===== src/fio_pkg.sv =====
// constants, register map and modes of the onboard field i/o block
package fio_pkg;

    // ************************************************************
    // channel counts and widths
    // ************************************************************
    localparam int NUM_UI = 10;
    localparam int NUM_CI = 4;
    localparam int NUM_AO = 4;
    localparam int CNT_W = 32;
    localparam int AO_W = 8;

    // ************************************************************
    // timing
    // ************************************************************
    localparam longint CLK_HZ = 40_000_000;
    localparam longint UI_BOUNCE_MS = 50;
    localparam longint CI_BOUNCE_MS = 5;
    // least times: round up to whole cycles
    localparam int UI_DB_CYC = int'((UI_BOUNCE_MS * CLK_HZ + 999) / 1000);
    localparam int CI_DB_CYC = int'((CI_BOUNCE_MS * CLK_HZ + 999) / 1000);

    // ************************************************************
    // register byte offsets
    // ************************************************************
    localparam logic [7:0] OFF_CTRL = 8'h00;
    localparam logic [7:0] OFF_UI_MODE = 8'h04;
    localparam logic [7:0] OFF_UI_POL = 8'h08;
    localparam logic [7:0] OFF_CI_MODE = 8'h0C;
    localparam logic [7:0] OFF_CI_POL = 8'h10;
    localparam logic [7:0] OFF_UI_STATE = 8'h14;
    localparam logic [7:0] OFF_CI_STATE = 8'h18;
    localparam logic [7:0] OFF_AO_BIN_MODE = 8'h1C;
    localparam logic [7:0] OFF_AO_BIN_STATE = 8'h20;
    // banks: upper address bits select, word index in [5:2] or [3:2]
    localparam logic [3:0] BANK_AO_VAL = 4'h4;
    localparam logic [3:0] BANK_AO_SAFE = 4'h5;
    localparam logic [1:0] BANK_UI_CNT = 2'h2;
    localparam logic [1:0] BANK_CI_CNT = 2'h3;

    // ************************************************************
    // fields and reset values
    // ************************************************************
    localparam int CTRL_RUN_BIT = 0;
    localparam int UI_MODE_FW = 2;
    localparam logic [AO_W-1:0] AO_CODE_0V = 8'h00;
    localparam logic [AO_W-1:0] AO_CODE_10V = 8'hFF;
    localparam logic RST_RUN = 1'h0;
    localparam logic [NUM_UI*UI_MODE_FW-1:0] RST_UI_MODE = 20'h00000;
    localparam logic [NUM_UI-1:0] RST_UI_POL = 10'h000;
    localparam logic [NUM_CI-1:0] RST_CI_MODE = 4'h0;
    localparam logic [NUM_CI-1:0] RST_CI_POL = 4'h0;
    localparam logic [NUM_AO-1:0] RST_AO_BIN = 4'h0;
    localparam logic [AO_W-1:0] RST_AO_CODE = 8'h00;

    // universal input modes; the unused code behaves as analog
    typedef enum logic [1:0] {
        FIO_UI_ANALOG,
        FIO_UI_BINARY,
        FIO_UI_COUNTER
    } fio_ui_mode_e;

endpackage

===== src/fio_debounce.sv =====
// contact debounce filter: a level change is accepted once it has held
`timescale 1ns/1ps
`default_nettype none

module fio_debounce #(
    parameter int CYC = 4
) (
    input wire logic clk,
    input wire logic rst,
    input wire logic raw,
    output logic stable_r
);

    localparam int CW = (CYC > 1) ? $clog2(CYC) : 1;

    logic [CW-1:0] cnt_r;
    logic differ;
    logic done;

    // ************************************************************
    // filter
    // ************************************************************
    assign differ = raw ^ stable_r;
    assign done = (cnt_r == CW'(CYC - 1));

    // any return to the old level restarts the wait, so bounce never leaks
    always_ff @(posedge clk) begin
        if (rst) begin
            cnt_r <= '0;
            stable_r <= 1'b0;
        end else if (!differ) begin
            cnt_r <= '0;
        end else if (done) begin
            cnt_r <= '0;
            stable_r <= raw;
        end else begin
            cnt_r <= cnt_r + 1'b1;
        end
    end

endmodule

`default_nettype wire


===== src/fio_field_io.sv =====
// onboard field i/o: contact inputs, pulse counters and analog output codes
`timescale 1ns/1ps
`default_nettype none

// Notes on behaviour
// - polarity per input, normal reports closed as one
// - counters step on rising conditioned edges only
// - universal counters keep up with 0.4 Hz
// - universal inputs reject 50 ms bounce
// - contact counters keep up with 15 Hz
// - application stop drives every output to safety
// - binary output mode drives 0 V or 10 V codes
// - ten universal inputs, analog, binary or counter
// - four outputs, own safety value and mode
// - four contact inputs, static or fast counter
// - contact inputs tolerate 5 ms bounce
module fio_field_io #(
    parameter int UI_DB_CYC = fio_pkg::UI_DB_CYC,
    parameter int CI_DB_CYC = fio_pkg::CI_DB_CYC
) (
    input wire logic clk,
    input wire logic rst,
    input wire logic [7:0] avs_address,
    input wire logic avs_read,
    input wire logic avs_write,
    input wire logic [31:0] avs_writedata,
    input wire logic [3:0] avs_byteenable,
    output logic [31:0] avs_readdata,
    output logic avs_waitrequest,
    input wire logic [fio_pkg::NUM_UI-1:0] universal_input_closed,
    input wire logic [fio_pkg::NUM_CI-1:0] contact_input_closed,
    output logic [fio_pkg::NUM_AO-1:0][fio_pkg::AO_W-1:0] analog_output_channel_code,
    output logic [fio_pkg::NUM_UI-1:0] universal_input_state,
    output logic [fio_pkg::NUM_CI-1:0] contact_input_state
);

    localparam int NU = fio_pkg::NUM_UI;
    localparam int NC = fio_pkg::NUM_CI;
    localparam int NA = fio_pkg::NUM_AO;
    localparam int CW = fio_pkg::CNT_W;
    localparam int AW = fio_pkg::AO_W;
    localparam int MW = NU * fio_pkg::UI_MODE_FW;

    // merge write data into an old word lane by lane
    function automatic logic [31:0] merge(input logic [31:0] old, input logic [31:0] wd,
                                          input logic [3:0] be);
        logic [31:0] res;
        res = old;
        for (int b = 0; b < 4; b++) begin
            if (be[b]) begin
                res[8*b +: 8] = wd[8*b +: 8];
            end
        end
        return res;
    endfunction

    // ************************************************************
    // registers
    // ************************************************************
    logic run_r;
    logic [MW-1:0] ui_mode_r;
    logic [NU-1:0] ui_pol_r;
    logic [NC-1:0] ci_mode_r;
    logic [NC-1:0] ci_pol_r;
    logic [NA-1:0] ao_bin_mode_r;
    logic [NA-1:0] ao_bin_state_r;
    logic [NA-1:0][AW-1:0] ao_val_r;
    logic [NA-1:0][AW-1:0] ao_safe_r;
    logic [NU-1:0][CW-1:0] ui_cnt_r;
    logic [NC-1:0][CW-1:0] ci_cnt_r;
    logic [NU-1:0] ui_db;
    logic [NC-1:0] ci_db;
    logic [NU-1:0] ui_db_q_r;
    logic [NC-1:0] ci_db_q_r;
    logic [NA-1:0][AW-1:0] ao_nxt;
    logic [NU-1:0] ui_state_nxt;
    logic [NU-1:0] ui_cnt_en;

    // ************************************************************
    // bus decode
    // ************************************************************
    logic wr_acc;
    logic rd_take;
    logic [3:0] idx;
    logic sel_ao_val;
    logic sel_ao_safe;
    logic sel_ui_cnt;
    logic sel_ci_cnt;
    logic [31:0] rd_mux;
    logic [31:0] wr_word;

    // a request is answered on the cycle after it is seen
    assign wr_acc = avs_write & ~avs_waitrequest;
    assign rd_take = avs_read & avs_waitrequest;
    assign idx = avs_address[5:2];
    assign sel_ao_val = (avs_address[7:4] == fio_pkg::BANK_AO_VAL);
    assign sel_ao_safe = (avs_address[7:4] == fio_pkg::BANK_AO_SAFE);
    assign sel_ui_cnt = (avs_address[7:6] == fio_pkg::BANK_UI_CNT) && (idx < 4'(NU));
    assign sel_ci_cnt = (avs_address[7:6] == fio_pkg::BANK_CI_CNT) && (idx < 4'(NC));

    // read selection; unmapped addresses and reserved bits read zero
    assign rd_mux =
        (avs_address == fio_pkg::OFF_CTRL) ? {31'h0, run_r} :
        (avs_address == fio_pkg::OFF_UI_MODE) ? {12'h000, ui_mode_r} :
        (avs_address == fio_pkg::OFF_UI_POL) ? {22'h0, ui_pol_r} :
        (avs_address == fio_pkg::OFF_CI_MODE) ? {28'h0, ci_mode_r} :
        (avs_address == fio_pkg::OFF_CI_POL) ? {28'h0, ci_pol_r} :
        (avs_address == fio_pkg::OFF_UI_STATE) ? {22'h0, universal_input_state} :
        (avs_address == fio_pkg::OFF_CI_STATE) ? {28'h0, contact_input_state} :
        (avs_address == fio_pkg::OFF_AO_BIN_MODE) ? {28'h0, ao_bin_mode_r} :
        (avs_address == fio_pkg::OFF_AO_BIN_STATE) ? {28'h0, ao_bin_state_r} :
        sel_ao_val ? {24'h0, ao_val_r[idx[1:0]]} :
        sel_ao_safe ? {24'h0, ao_safe_r[idx[1:0]]} :
        sel_ui_cnt ? ui_cnt_r[idx] :
        sel_ci_cnt ? ci_cnt_r[idx[1:0]] :
        32'h00000000;

    // write word: old contents with only the enabled byte lanes replaced
    assign wr_word = merge(rd_mux, avs_writedata, avs_byteenable);

    // one wait cycle then one ready cycle per request
    always_ff @(posedge clk) begin
        if (rst) begin
            avs_waitrequest <= 1'b1;
            avs_readdata <= 32'h00000000;
        end else begin
            avs_waitrequest <= ~((avs_read | avs_write) & avs_waitrequest);
            if (rd_take) begin
                avs_readdata <= rd_mux;
            end
        end
    end

    // ************************************************************
    // configuration registers
    // ************************************************************
    // per-output safety value and mode
    always_ff @(posedge clk) begin
        if (rst) begin
            run_r <= fio_pkg::RST_RUN;
            ui_mode_r <= fio_pkg::RST_UI_MODE;
            ui_pol_r <= fio_pkg::RST_UI_POL;
            ci_mode_r <= fio_pkg::RST_CI_MODE;
            ci_pol_r <= fio_pkg::RST_CI_POL;
            ao_bin_mode_r <= fio_pkg::RST_AO_BIN;
            ao_bin_state_r <= fio_pkg::RST_AO_BIN;
            ao_val_r <= {NA{fio_pkg::RST_AO_CODE}};
            ao_safe_r <= {NA{fio_pkg::RST_AO_CODE}};
        end else if (wr_acc) begin
            case (avs_address)
                fio_pkg::OFF_CTRL:
                    run_r <= wr_word[fio_pkg::CTRL_RUN_BIT];
                fio_pkg::OFF_UI_MODE:
                    ui_mode_r <= wr_word[MW-1:0];
                fio_pkg::OFF_UI_POL:
                    ui_pol_r <= wr_word[NU-1:0];
                fio_pkg::OFF_CI_MODE:
                    ci_mode_r <= wr_word[NC-1:0];
                fio_pkg::OFF_CI_POL:
                    ci_pol_r <= wr_word[NC-1:0];
                fio_pkg::OFF_AO_BIN_MODE:
                    ao_bin_mode_r <= wr_word[NA-1:0];
                fio_pkg::OFF_AO_BIN_STATE:
                    ao_bin_state_r <= wr_word[NA-1:0];
                default: begin
                    if (sel_ao_val) begin
                        ao_val_r[idx[1:0]] <= wr_word[AW-1:0];
                    end
                    if (sel_ao_safe) begin
                        ao_safe_r[idx[1:0]] <= wr_word[AW-1:0];
                    end
                end
            endcase
        end
    end

    // ************************************************************
    // input conditioning
    // ************************************************************
    // slow filter on universal inputs
    for (genvar g = 0; g < NU; g++) begin : g_ui
        fio_debounce #(
            .CYC(UI_DB_CYC)
        ) u_db (
            .clk(clk),
            .rst(rst),
            .raw(universal_input_closed[g]),
            .stable_r(ui_db[g])
        );
    end

    for (genvar g = 0; g < NC; g++) begin : g_ci
        fio_debounce #(
            .CYC(CI_DB_CYC)
        ) u_db (
            .clk(clk),
            .rst(rst),
            .raw(contact_input_closed[g]),
            .stable_r(ci_db[g])
        );
    end

    // mode decode; the reserved code acts as analog (no digital state)
    always_comb begin
        for (int i = 0; i < NU; i++) begin
            ui_cnt_en[i] = (ui_mode_r[2*i +: 2] == 2'(fio_pkg::FIO_UI_COUNTER));
            ui_state_nxt[i] = 1'b0;
            if (ui_cnt_en[i] || (ui_mode_r[2*i +: 2] == 2'(fio_pkg::FIO_UI_BINARY))) begin
                ui_state_nxt[i] = ui_db[i] ^ ui_pol_r[i];
            end
        end
    end

    // reported states and edge history
    always_ff @(posedge clk) begin
        if (rst) begin
            ui_db_q_r <= '0;
            ci_db_q_r <= '0;
            universal_input_state <= '0;
            contact_input_state <= '0;
        end else begin
            ui_db_q_r <= ui_db;
            ci_db_q_r <= ci_db;
            universal_input_state <= ui_state_nxt;
            contact_input_state <= ci_db ^ ci_pol_r;
        end
    end

    // ************************************************************
    // pulse counters
    // ************************************************************
    logic [NU-1:0] ui_rise;
    logic [NC-1:0] ci_rise;

    // edge where the conditioned level turns to one
    // taken from the filtered level, so changing polarity never counts
    assign ui_rise = (ui_db ^ ui_db_q_r) & (ui_db ^ ui_pol_r) & ui_cnt_en;
    assign ci_rise = (ci_db ^ ci_db_q_r) & (ci_db ^ ci_pol_r) & ci_mode_r;

    // readable count, cleared by writing its word
    // universal counting rate is bounded only by the filter
    // an edge in the clearing cycle is kept as a count of one
    always_ff @(posedge clk) begin
        if (rst) begin
            ui_cnt_r <= '0;
        end else begin
            for (int i = 0; i < NU; i++) begin
                if (wr_acc && sel_ui_cnt && (idx == 4'(i))) begin
                    ui_cnt_r[i] <= CW'(ui_rise[i]);
                end else if (ui_rise[i]) begin
                    ui_cnt_r[i] <= ui_cnt_r[i] + 1'b1;
                end
            end
        end
    end

    // fast counters with the short filter
    always_ff @(posedge clk) begin
        if (rst) begin
            ci_cnt_r <= '0;
        end else begin
            for (int i = 0; i < NC; i++) begin
                if (wr_acc && sel_ci_cnt && (idx == 4'(i))) begin
                    ci_cnt_r[i] <= CW'(ci_rise[i]);
                end else if (ci_rise[i]) begin
                    ci_cnt_r[i] <= ci_cnt_r[i] + 1'b1;
                end
            end
        end
    end

    // ************************************************************
    // analog output codes
    // ************************************************************
    always_comb begin
        for (int i = 0; i < NA; i++) begin
            if (!run_r) begin
                ao_nxt[i] = ao_safe_r[i];
            // binary mode drives only two codes
            end else if (ao_bin_mode_r[i]) begin
                ao_nxt[i] = ao_bin_state_r[i] ? fio_pkg::AO_CODE_10V : fio_pkg::AO_CODE_0V;
            end else begin
                ao_nxt[i] = ao_val_r[i];
            end
        end
    end

    // registered so the converter sees a glitch-free code
    always_ff @(posedge clk) begin
        if (rst) begin
            analog_output_channel_code <= {NA{fio_pkg::RST_AO_CODE}};
        end else begin
            analog_output_channel_code <= ao_nxt;
        end
    end

endmodule

`default_nettype wire


===== config.mk =====
export PLATFORM = sky130hd
export DESIGN_NAME = fio_field_io
export DESIGN_NICKNAME = d
export VERILOG_FILES = /design/src/fio_pkg.sv /design/src/fio_debounce.sv /design/src/fio_field_io.sv
export SDC_FILE = /design/constraint.sdc
export NUM_CORES = 2
export LEC_CHECK = 0
export ABC_CLOCK_PERIOD_IN_PS = 2800
export BUFFER_PORTS_ARGS = -buffer_cell sky130_fd_sc_hd__buf_2
export CAP_MARGIN = 30
export CORE_MARGIN = 2
export CORE_UTILIZATION = 45
export CTS_CLUSTER_DIAMETER = 120
export CTS_CLUSTER_SIZE = 25
export DETAILED_ROUTE_END_ITERATION = 7
export GPL_ROUTABILITY_DRIVEN = 0
export HOLD_SLACK_MARGIN = 0.12
export PLACE_DENSITY = 0.71
export SKIP_LAST_GASP = 1
export SYNTH_ARGS = -nofsm -noshare
export SYNTH_HDL_FRONTEND = slang
export SYNTH_SLANG_ARGS = --single-unit

===== constraint.sdc =====
create_clock -name clk -period 2.8 [get_ports clk]
set_input_delay 0.28 -clock clk [delete_from_list [all_inputs] [get_ports clk]]
set_output_delay 0.28 -clock clk [all_outputs]
set_load 0.005 [all_outputs]

==> After elaboration in Yosys (flattened, before gate mapping) <==
Index checks and enable logic that the tools add are counted.
{ "op_classes": {"muxes": 68, "n_reduce_logical": 107, "magnitude_cmp": 5, "bitwise": 63, "addsub": 28, "eq_ne": 55} }
{ "op_table": {"columns": ["cell", "count"], "rows": [
  ["2-to-1 mux 32 bit", 15],
  ["adder 32 x 1 -> 32 bit (second input constant)", 14],
  ["adder 21 x 1 -> 21 bit (second input constant)", 10],
  ["== test 21 bit (second input constant)", 10],
  ["2-to-1 mux 8 bit", 17],
  ["binary-select mux 32 bit (select 4 bit)", 1],
  ["adder 18 x 1 -> 18 bit (second input constant)", 4],
  ["== test 18 bit (second input constant)", 4],
  ["binary-select mux 32 bit (select 2 bit)", 1],
  ["bitwise mux 32 bit", 2],
  ["OR reduction 2 bit", 24],
  ["AND reduction 2 bit", 21],
  ["OR reduction 3 bit", 14],
  ["binary-select mux 8 bit (select 2 bit)", 2],
  ["== test 8 x 5 -> 1 bit (second input constant)", 4],
  ["2-to-1 mux 1 bit", 28],
  ["nonzero test 2 bit", 14],
  ["NOT 1 bit", 27],
  ["== test 2 bit (second input constant)", 12],
  ["== test 4 x 3 -> 1 bit (second input constant)", 6],
  ["bitwise XOR 1 bit", 24],
  ["bitwise AND 10 bit", 2],
  ["== test 2 x 1 -> 1 bit (second input constant)", 10],
  ["bitwise XOR 10 bit", 2],
  ["23 further kinds", 58]
]} }
{ "totals": {"regBits": 948, "in_bits": 62, "word_cells": 416, "output_inout_bits": 79} }

==> Longest topological paths before layout <==
{ "logic_depth": {"ltp_word": 17, "depth_mapped": 11, "ltp_nobuf": 8} }

==> By module <==
From an unflattened synthesis, not the netlist that was laid out.
{ "hier_totals": {"cells_unflattened": 5177, "area_unflattened_um2": 46359.5} }
{ "modules_own_cells": {"columns": ["module", "area_per_inst_um2", "seq_area_each_um2", "instances", "cells_per_inst"], "rows": [
  ["fio_field_io", 32260.9, 13052.5, 1, 3629],
  ["fio_debounce at g_ui[0].u_db ...", 1036.0, 440.4, 10, 114],
  ["fio_debounce at g_ci[0].u_db ...", 934.6, 380.4, 4, 102]
]} }

==> Worst setup path after synthesis <==
Ideal clock, no wire load.
{ "synth_timing": {"path_kind": "input-to-reg", "startpoint": "input avs_address[2]", "endpoint": "register ao_safe_r[15] in the netlist's numbering", "slack_ns": 0.468, "setup_time_ns": 0.138, "required_ns": 2.662, "stages": 9, "path_buffers": 4, "arrival_time_ns": 2.193, "path_cell_list": "buf_4 -> buf_4 -> buf_4 -> buf_4 -> mux4_2 -> a22oi_1 -> nand4_1 -> o31ai_1 -> o21ai_0"} }
{ "synth_via": {"elab_chain_cells": 17, "elab_cells_between_ends": 44, "cone_classes": "4 x order compare; 8 x eq/ne; 25 x mux; 1 x bitwise; 6 x reduce/logical"} }
{ "synth_lines": {"columns": ["element", "line_no", "rtl"], "rows": [
  ["from (decl)", "fio_field_io.sv:23", "input wire logic [7:0] avs_address,"],
  ["less-than comparator 4 x 3 -> 1 bit or binary-select mux 32 bit (select 2 bit) (tied branches)", "fio_field_io.sv:99, fio_field_io.sv:115", null],
  ["logical AND 1 bit or 2-to-1 mux 32 bit (tied branches)", "fio_field_io.sv:99, fio_field_io.sv:115", null],
  ["2-to-1 mux 32 bit", "fio_field_io.sv:115", "sel_ci_cnt ? ci_cnt_r[idx[1:0]] :"],
  ["2-to-1 mux 32 bit", "fio_field_io.sv:114", "sel_ui_cnt ? ui_cnt_r[idx] :"],
  ["2-to-1 mux 32 bit", "fio_field_io.sv:113", "sel_ao_safe ? {24'h0, ao_safe_r[idx[1:0]]} :"],
  ["2-to-1 mux 32 bit", "fio_field_io.sv:112", "sel_ao_val ? {24'h0, ao_val_r[idx[1:0]]} :"],
  ["2-to-1 mux 32 bit", "fio_field_io.sv:111", "(avs_address == fio_pkg::OFF_AO_BIN_STATE) ? {28'h0, ao_bin_state_r} :"],
  ["2-to-1 mux 32 bit", "fio_field_io.sv:110", "(avs_address == fio_pkg::OFF_AO_BIN_MODE) ? {28'h0, ao_bin_mode_r} :"],
  ["2-to-1 mux 32 bit", "fio_field_io.sv:109", "(avs_address == fio_pkg::OFF_CI_STATE) ? {28'h0, contact_input_state} :"],
  ["2-to-1 mux 32 bit", "fio_field_io.sv:108", "(avs_address == fio_pkg::OFF_UI_STATE) ? {22'h0, universal_input_state} :"],
  ["2-to-1 mux 32 bit", "fio_field_io.sv:107", "(avs_address == fio_pkg::OFF_CI_POL) ? {28'h0, ci_pol_r} :"],
  ["2-to-1 mux 32 bit", "fio_field_io.sv:106", "(avs_address == fio_pkg::OFF_CI_MODE) ? {28'h0, ci_mode_r} :"],
  ["2-to-1 mux 32 bit", "fio_field_io.sv:105", "(avs_address == fio_pkg::OFF_UI_POL) ? {22'h0, ui_pol_r} :"],
  ["2-to-1 mux 32 bit", "fio_field_io.sv:104", "(avs_address == fio_pkg::OFF_UI_MODE) ? {12'h000, ui_mode_r} :"],
  ["2-to-1 mux 32 bit", "fio_field_io.sv:103", "(avs_address == fio_pkg::OFF_CTRL) ? {31'h0, run_r} :"],
  ["2-to-1 mux 8 bit", "fio_field_io.sv:50", "if (be[b]) begin"],
  ["bitwise mux 32 bit", "fio_field_io.sv:170", "ao_safe_r[idx[1:0]] <= wr_word[AW-1:0];"],
  ["to (signal assigned)", "fio_field_io.sv:148", "ao_safe_r <= {NA{fio_pkg::RST_AO_CODE}};"],
  ["to (signal, indexed assignment)", "fio_field_io.sv:170", null],
  ["to (decl)", "fio_field_io.sv:68", "logic [NA-1:0][AW-1:0] ao_safe_r;"]
]} }
Several ways; a longest one is shown, not always the timed one. The select of a mux whose other input is x is not followed.
A chain may end at the register's enable or synchronous reset.

==> Final worst setup path <==
{ "layout_timing": {"startpoint": "register avs_waitrequest", "endpoint": "register ui_mode_r[17]"} }
{ "layout_via": {"elab_chain_cells": 3} }
{ "layout_lines": {"columns": ["element", "line_no", "rtl"], "rows": [
  ["from (decl)", "fio_field_io.sv:29", "output logic avs_waitrequest,"],
  ["from (signal assigned)", "fio_field_io.sv:127", "avs_waitrequest <= ~((avs_read | avs_write) & avs_waitrequest);"],
  ["NOT 1 bit", "fio_field_io.sv:93", "assign wr_acc = avs_write & ~avs_waitrequest;"],
  ["bitwise AND 1 bit", "fio_field_io.sv:93", null],
  ["AND reduction 2 bit (no source line)", null, null],
  ["to (signal assigned)", "fio_field_io.sv:141", "ui_mode_r <= fio_pkg::RST_UI_MODE;"],
  ["to (signal assigned)", "fio_field_io.sv:154", "ui_mode_r <= wr_word[MW-1:0];"],
  ["to (decl)", "fio_field_io.sv:61", "logic [MW-1:0] ui_mode_r;"]
]} }
Every way passes these cells.

==> impl_summary.md <==
Status
The run finished with clean final reports.

Yosys
The prevailing post-synth register cell is sky130_fd_sc_hd__dfxtp_1. The area of the mapped netlist is 0.04464 mm². The count of unique library cells instantiated by Yosys is 78. The synthesized design contains 0 enable-type register cells. The leading area contributor after synthesis is sky130_fd_sc_hd__dfxtp_1.

Sorting the synthesized cells by area gives the leading types as sky130_fd_sc_hd__dfxtp_1 43%, sky130_fd_sc_hd__xor2_1 7.7%, sky130_fd_sc_hd__nor2_1 7.4%. The top cell type by area accounts for a little over two fifths of the synthesized area. Synthesis inferred between 900 and 1000 register bits. Counting instances in the post-synthesis netlist gives the leading cell types as 948 x sky130_fd_sc_hd__dfxtp_1, 883 x sky130_fd_sc_hd__nor2_1, 409 x sky130_fd_sc_hd__nand2_1. The number of nets in the synthesized netlist is 5150.

Among all cell types in the netlist, the one instantiated most often is sky130_fd_sc_hd__dfxtp_1. The sequential area share after synthesis is 42.51%. Yosys printed 0 warnings. Synthesis produced a netlist whose cell count is approximately 5100. The fraction of registers with async set or reset after synthesis is 0%. The average instance in the mapped netlist occupies just under 9 µm².

Setup path
The sort of element at the end of the critical path is a register. Among the stages of the critical path, the cell type that occurs most often is sky130_fd_sc_hd__buf_4. The critical path is of the register to register type. The logic depth of the worst path, buffers included is 8. The critical path contains buffers and inverters numbering 3 combined. The critical-path cell with the highest stage delay is sky130_fd_sc_hd__dlygate4sd3_1. The logic depth of the worst register-to-register path is 8. The critical path's top delay family is buffers and inverters.

The data arrival time of the worst path is 3.04 ns. In this run the worst path has a maximum fanout of 24. The category of the worst setup path launch point is a register. Walking the worst path, the cells encountered are nand2b_1, buf_4, nor4_4, buf_4, nand3b_1, dlygate4sd3_1, o21ai_0, a211oi_1. The longest individual stage delay on the worst path is 0.62 ns. Data on the critical path is required at its endpoint by 3.30 ns.

Global route
The via count of the first global-routing pass is 34850. The aggregate global routing overflow is 0. The initial antenna violation count came to 7. Entering global routing, the biggest net connects 82 pins. The first global-routing pass estimated 191000 µm of wire. Global routing used 23.19% of the available tracks.

STA
The count of endpoints failing hold in the final timing report is 0. The slew at the pin closest to its max-slew limit is 0.8663 ns. The routed design could run at a clock period as short as 2.532 ns. The highest clock frequency the design can meet is ~390 MHz. Setup violations remaining at the end of the flow were counted as 0. The worst pin sits at a relative slew slack of 42.19%. The number of pins with negative max-slew slack in the final report was 0. For the final routed database, the setup TNS stands at 0 ns. Between clock sinks in the finished design, the worst skew comes to 0.02876 ns.

Setup repair after global routing left no endpoint under its margin. After layout, the worst path uses between 90% and 100% of the clock period.

Finish
The filler cell count in the final layout is approximately 9200. Once layout is complete, the cells apart from fillers number 6495. Registers take 0.01898 mm². The total area of multi-input combinational cells is 0.02445 mm². The share of final-layout standard cells stronger than drive strength 1 is 9.969%. The net count of the finished layout is 5301. The area added between synthesis and finish is 9.406%.

Min path
The class of the tightest hold or removal check is input pin to register. Counting instances, the worst hold path has a depth of 3.

Clocking
The number of buffers on the longest clock path is 3. The CTS clock-pin slew for the worst setup and hold paths is 0.11 ns. The clock root buffer master is sky130_fd_sc_hd__clkbuf_16.

The number of buffers inserted during clock tree synthesis is 44. The maximum level of the CTS H-tree is 2. The TritonCTS clock tree is yes. The CTS sink count is between 900 and 1000. The later-pin clock latency in the skew report is 0.65 ns.

Route
After detailed routing, the average wire length per cell comes to 18.73 µm. For this run, design rule violations remaining after detail routing come to 0. After the first detailed-routing iteration, the DRC count stood at 3750. The ratio of routed vias to standard cells is ~5.7. After detailed routing, the total wire length is 121700 µm. The first TritonRoute pass finished after 6 iterations. The via count of the routed design is about 37000. The count of antenna-violating nets left after detailed routing is 0.

Floorplanning
The count of boundary I/O pins is between 100 and 150. Once the floorplan was initialized, standard cells occupied 45.36% of the core. The area of the core is 0.09842 mm². The die area is 0.1017 mm². The vertical die dimension is about 320 µm. The width of the die is ~320 µm. The number of standard-cell rows in the floorplan is 115.

Pwr
The peak ir drop on the vdd network is between 0.4 and 0.5 mV. The ratio of total power to cell area is 449.7 mW/mm². The total chip power is 21.96 mW. In this run the static leakage power is 16.49 nW.

Placement
After detailed placement, the design holds a cell count of 6420. Input and output buffers added on the ports amount to 127. The HPWL reported at the end of detailed placement is 91280 µm.

Job
The tool flagged a number of max-cap violations equal to 0.
sequential cells by signal, summed over array words and instances, names as in the netlist:
name and flops:
run_r 1, ui_pol_r 10, ui_cnt_r 320, ci_db_q_r 4, g_ui.u_db.stable_r 10, avs_readdata 32
contact_input_state 4, g_ci.u_db.cnt_r 72, ao_bin_state_r 4, ci_mode_r 4, ao_safe_r 32, ao_bin_mode_r 4
ci_pol_r 4, ui_mode_r 20, ci_cnt_r 128, ui_db_q_r 10, avs_waitrequest 1, universal_input_state 10
g_ci.u_db.stable_r 4, analog_output_channel_code 32, g_ui.u_db.cnt_r 210, ao_val_r 32
worst reg2reg max path, cell delays in order, from the launching register on:
cell	delay, ns
sky130_fd_sc_hd__dfxtp_1	0.40
sky130_fd_sc_hd__nand2b_1	0.22
sky130_fd_sc_hd__buf_4	0.21
sky130_fd_sc_hd__nor4_4	0.29
sky130_fd_sc_hd__buf_4	0.33
sky130_fd_sc_hd__nand3b_1	0.17
sky130_fd_sc_hd__dlygate4sd3_1	0.62
sky130_fd_sc_hd__o21ai_0	0.09
sky130_fd_sc_hd__a211oi_1	0.07
repair_timing:
action / in CTS / in global routing
hold buffers: 22 / 0
resized for setup: 0 / 0
hold endpoints to repair: 31 / 0
buffers inserted: 0 / 0
endpoints found under the setup margin: 0 / 0
routing by layer:
layer / global-route usage, % / wire length [µm] / up-vias
met5: 0 / 28 / -
li1: - / - / 17880
met4: 7.956 / 4283 / 4
met2: 36.07 / 53120 / 1363
met3: 4.521 / 10940 / 244
met1: 32.15 / 53310 / 17810
logic make-up after synthesis:
kind of cell             after synthesis  share of synthesized area, %
adder cells (fa/ha/maj)               38                         1.065
AND/OR/NAND/NOR                     2329                         25.22
flip-flops                           948                         42.51
multiplexers                         191                         7.335
buffers and inverters                306                         2.766
XOR/XNOR                             652                         12.79
AO/OA/AOI/OAI                        586                         8.313
final timing paths:
| path | from | slack (ns) | end |
|---|---|---|---|
| hold / removal | avs_byteenable[1] | 0.16 | ui_mode_r[9]$_SDFFE_PP0P_ |
| setup reg to reg | avs_waitrequest$_SDFF_PP1_ | 0.27 | ui_mode_r[17]$_SDFFE_PP0P_ |
| setup / recovery | avs_waitrequest$_SDFF_PP1_ | 0.27 | ui_mode_r[17]$_SDFFE_PP0P_ |
| hold reg to reg | g_ci[2].u_db.cnt_r[0]$_SDFF_PP0_ | 0.44 | g_ci[2].u_db.cnt_r[0]$_SDFF_PP0_ |
where the power goes:
part           switching, mW  internal (mW)  leakage [nW]
Combinational          0.668          0.308          8.26
Sequential            0.0465           13.5          7.64
Clock                   4.44           2.99         0.594
layout make-up:
| type | instances | area share [%] |
|---|---|---|
| inverters | 89 | 0.6865 |
| multi-input cells | 3796 | 50.06 |
| diodes | 2 | 0.01025 |
| clock inverters | 7 | 0.2203 |
| well taps | 1287 | 3.297 |
| repair buffers | 322 | 4.609 |
| clock buffers | 44 | 2.254 |
| flip-flops and latches | 948 | 38.86 |
layout by cell type, fill, tap and decap left out, drive strengths merged, types with 45 or more instances in the layout:
| cell | Yosys | layout |
|---|---|---|
| and3 | 83 | 83 |
| or3 | 81 | 81 |
| nand4 | 120 | 120 |
| nor2 | 883 | 883 |
| nand2 | 410 | 410 |
| mux4 | 108 | 108 |
| xnor2 | 262 | 262 |
| a211oi | 65 | 65 |
| and4 | 81 | 81 |
| mux2i | 74 | 74 |
| xor2 | 390 | 390 |
| o21ai | 171 | 171 |
| buf | 62 | 299 |
| dfxtp | 948 | 948 |
| nor3 | 118 | 118 |
| clkbuf | 155 | 45 |
| nand3 | 320 | 320 |
| a21oi | 162 | 162 |
| inv | 89 | 91 |
per-stage QoR:
stage	cell area, µm²	hold slack [ns]	util [%]	setup slack (ns)
3_5_place_dp	47410	0.4315	48.17	0.1781
2_1_floorplan	44640	0.3959	-	0.4684
3_3_place_gp	47410	0.4235	48.17	0.2181
4_1_cts	48840	0.1210	49.62	0.3102
5_1_grt	48840	0.1637	49.62	0.1373
6_report	48840	0.1639	49.63	0.2680
No activity file was read; power rests on OpenSTA's default activity.
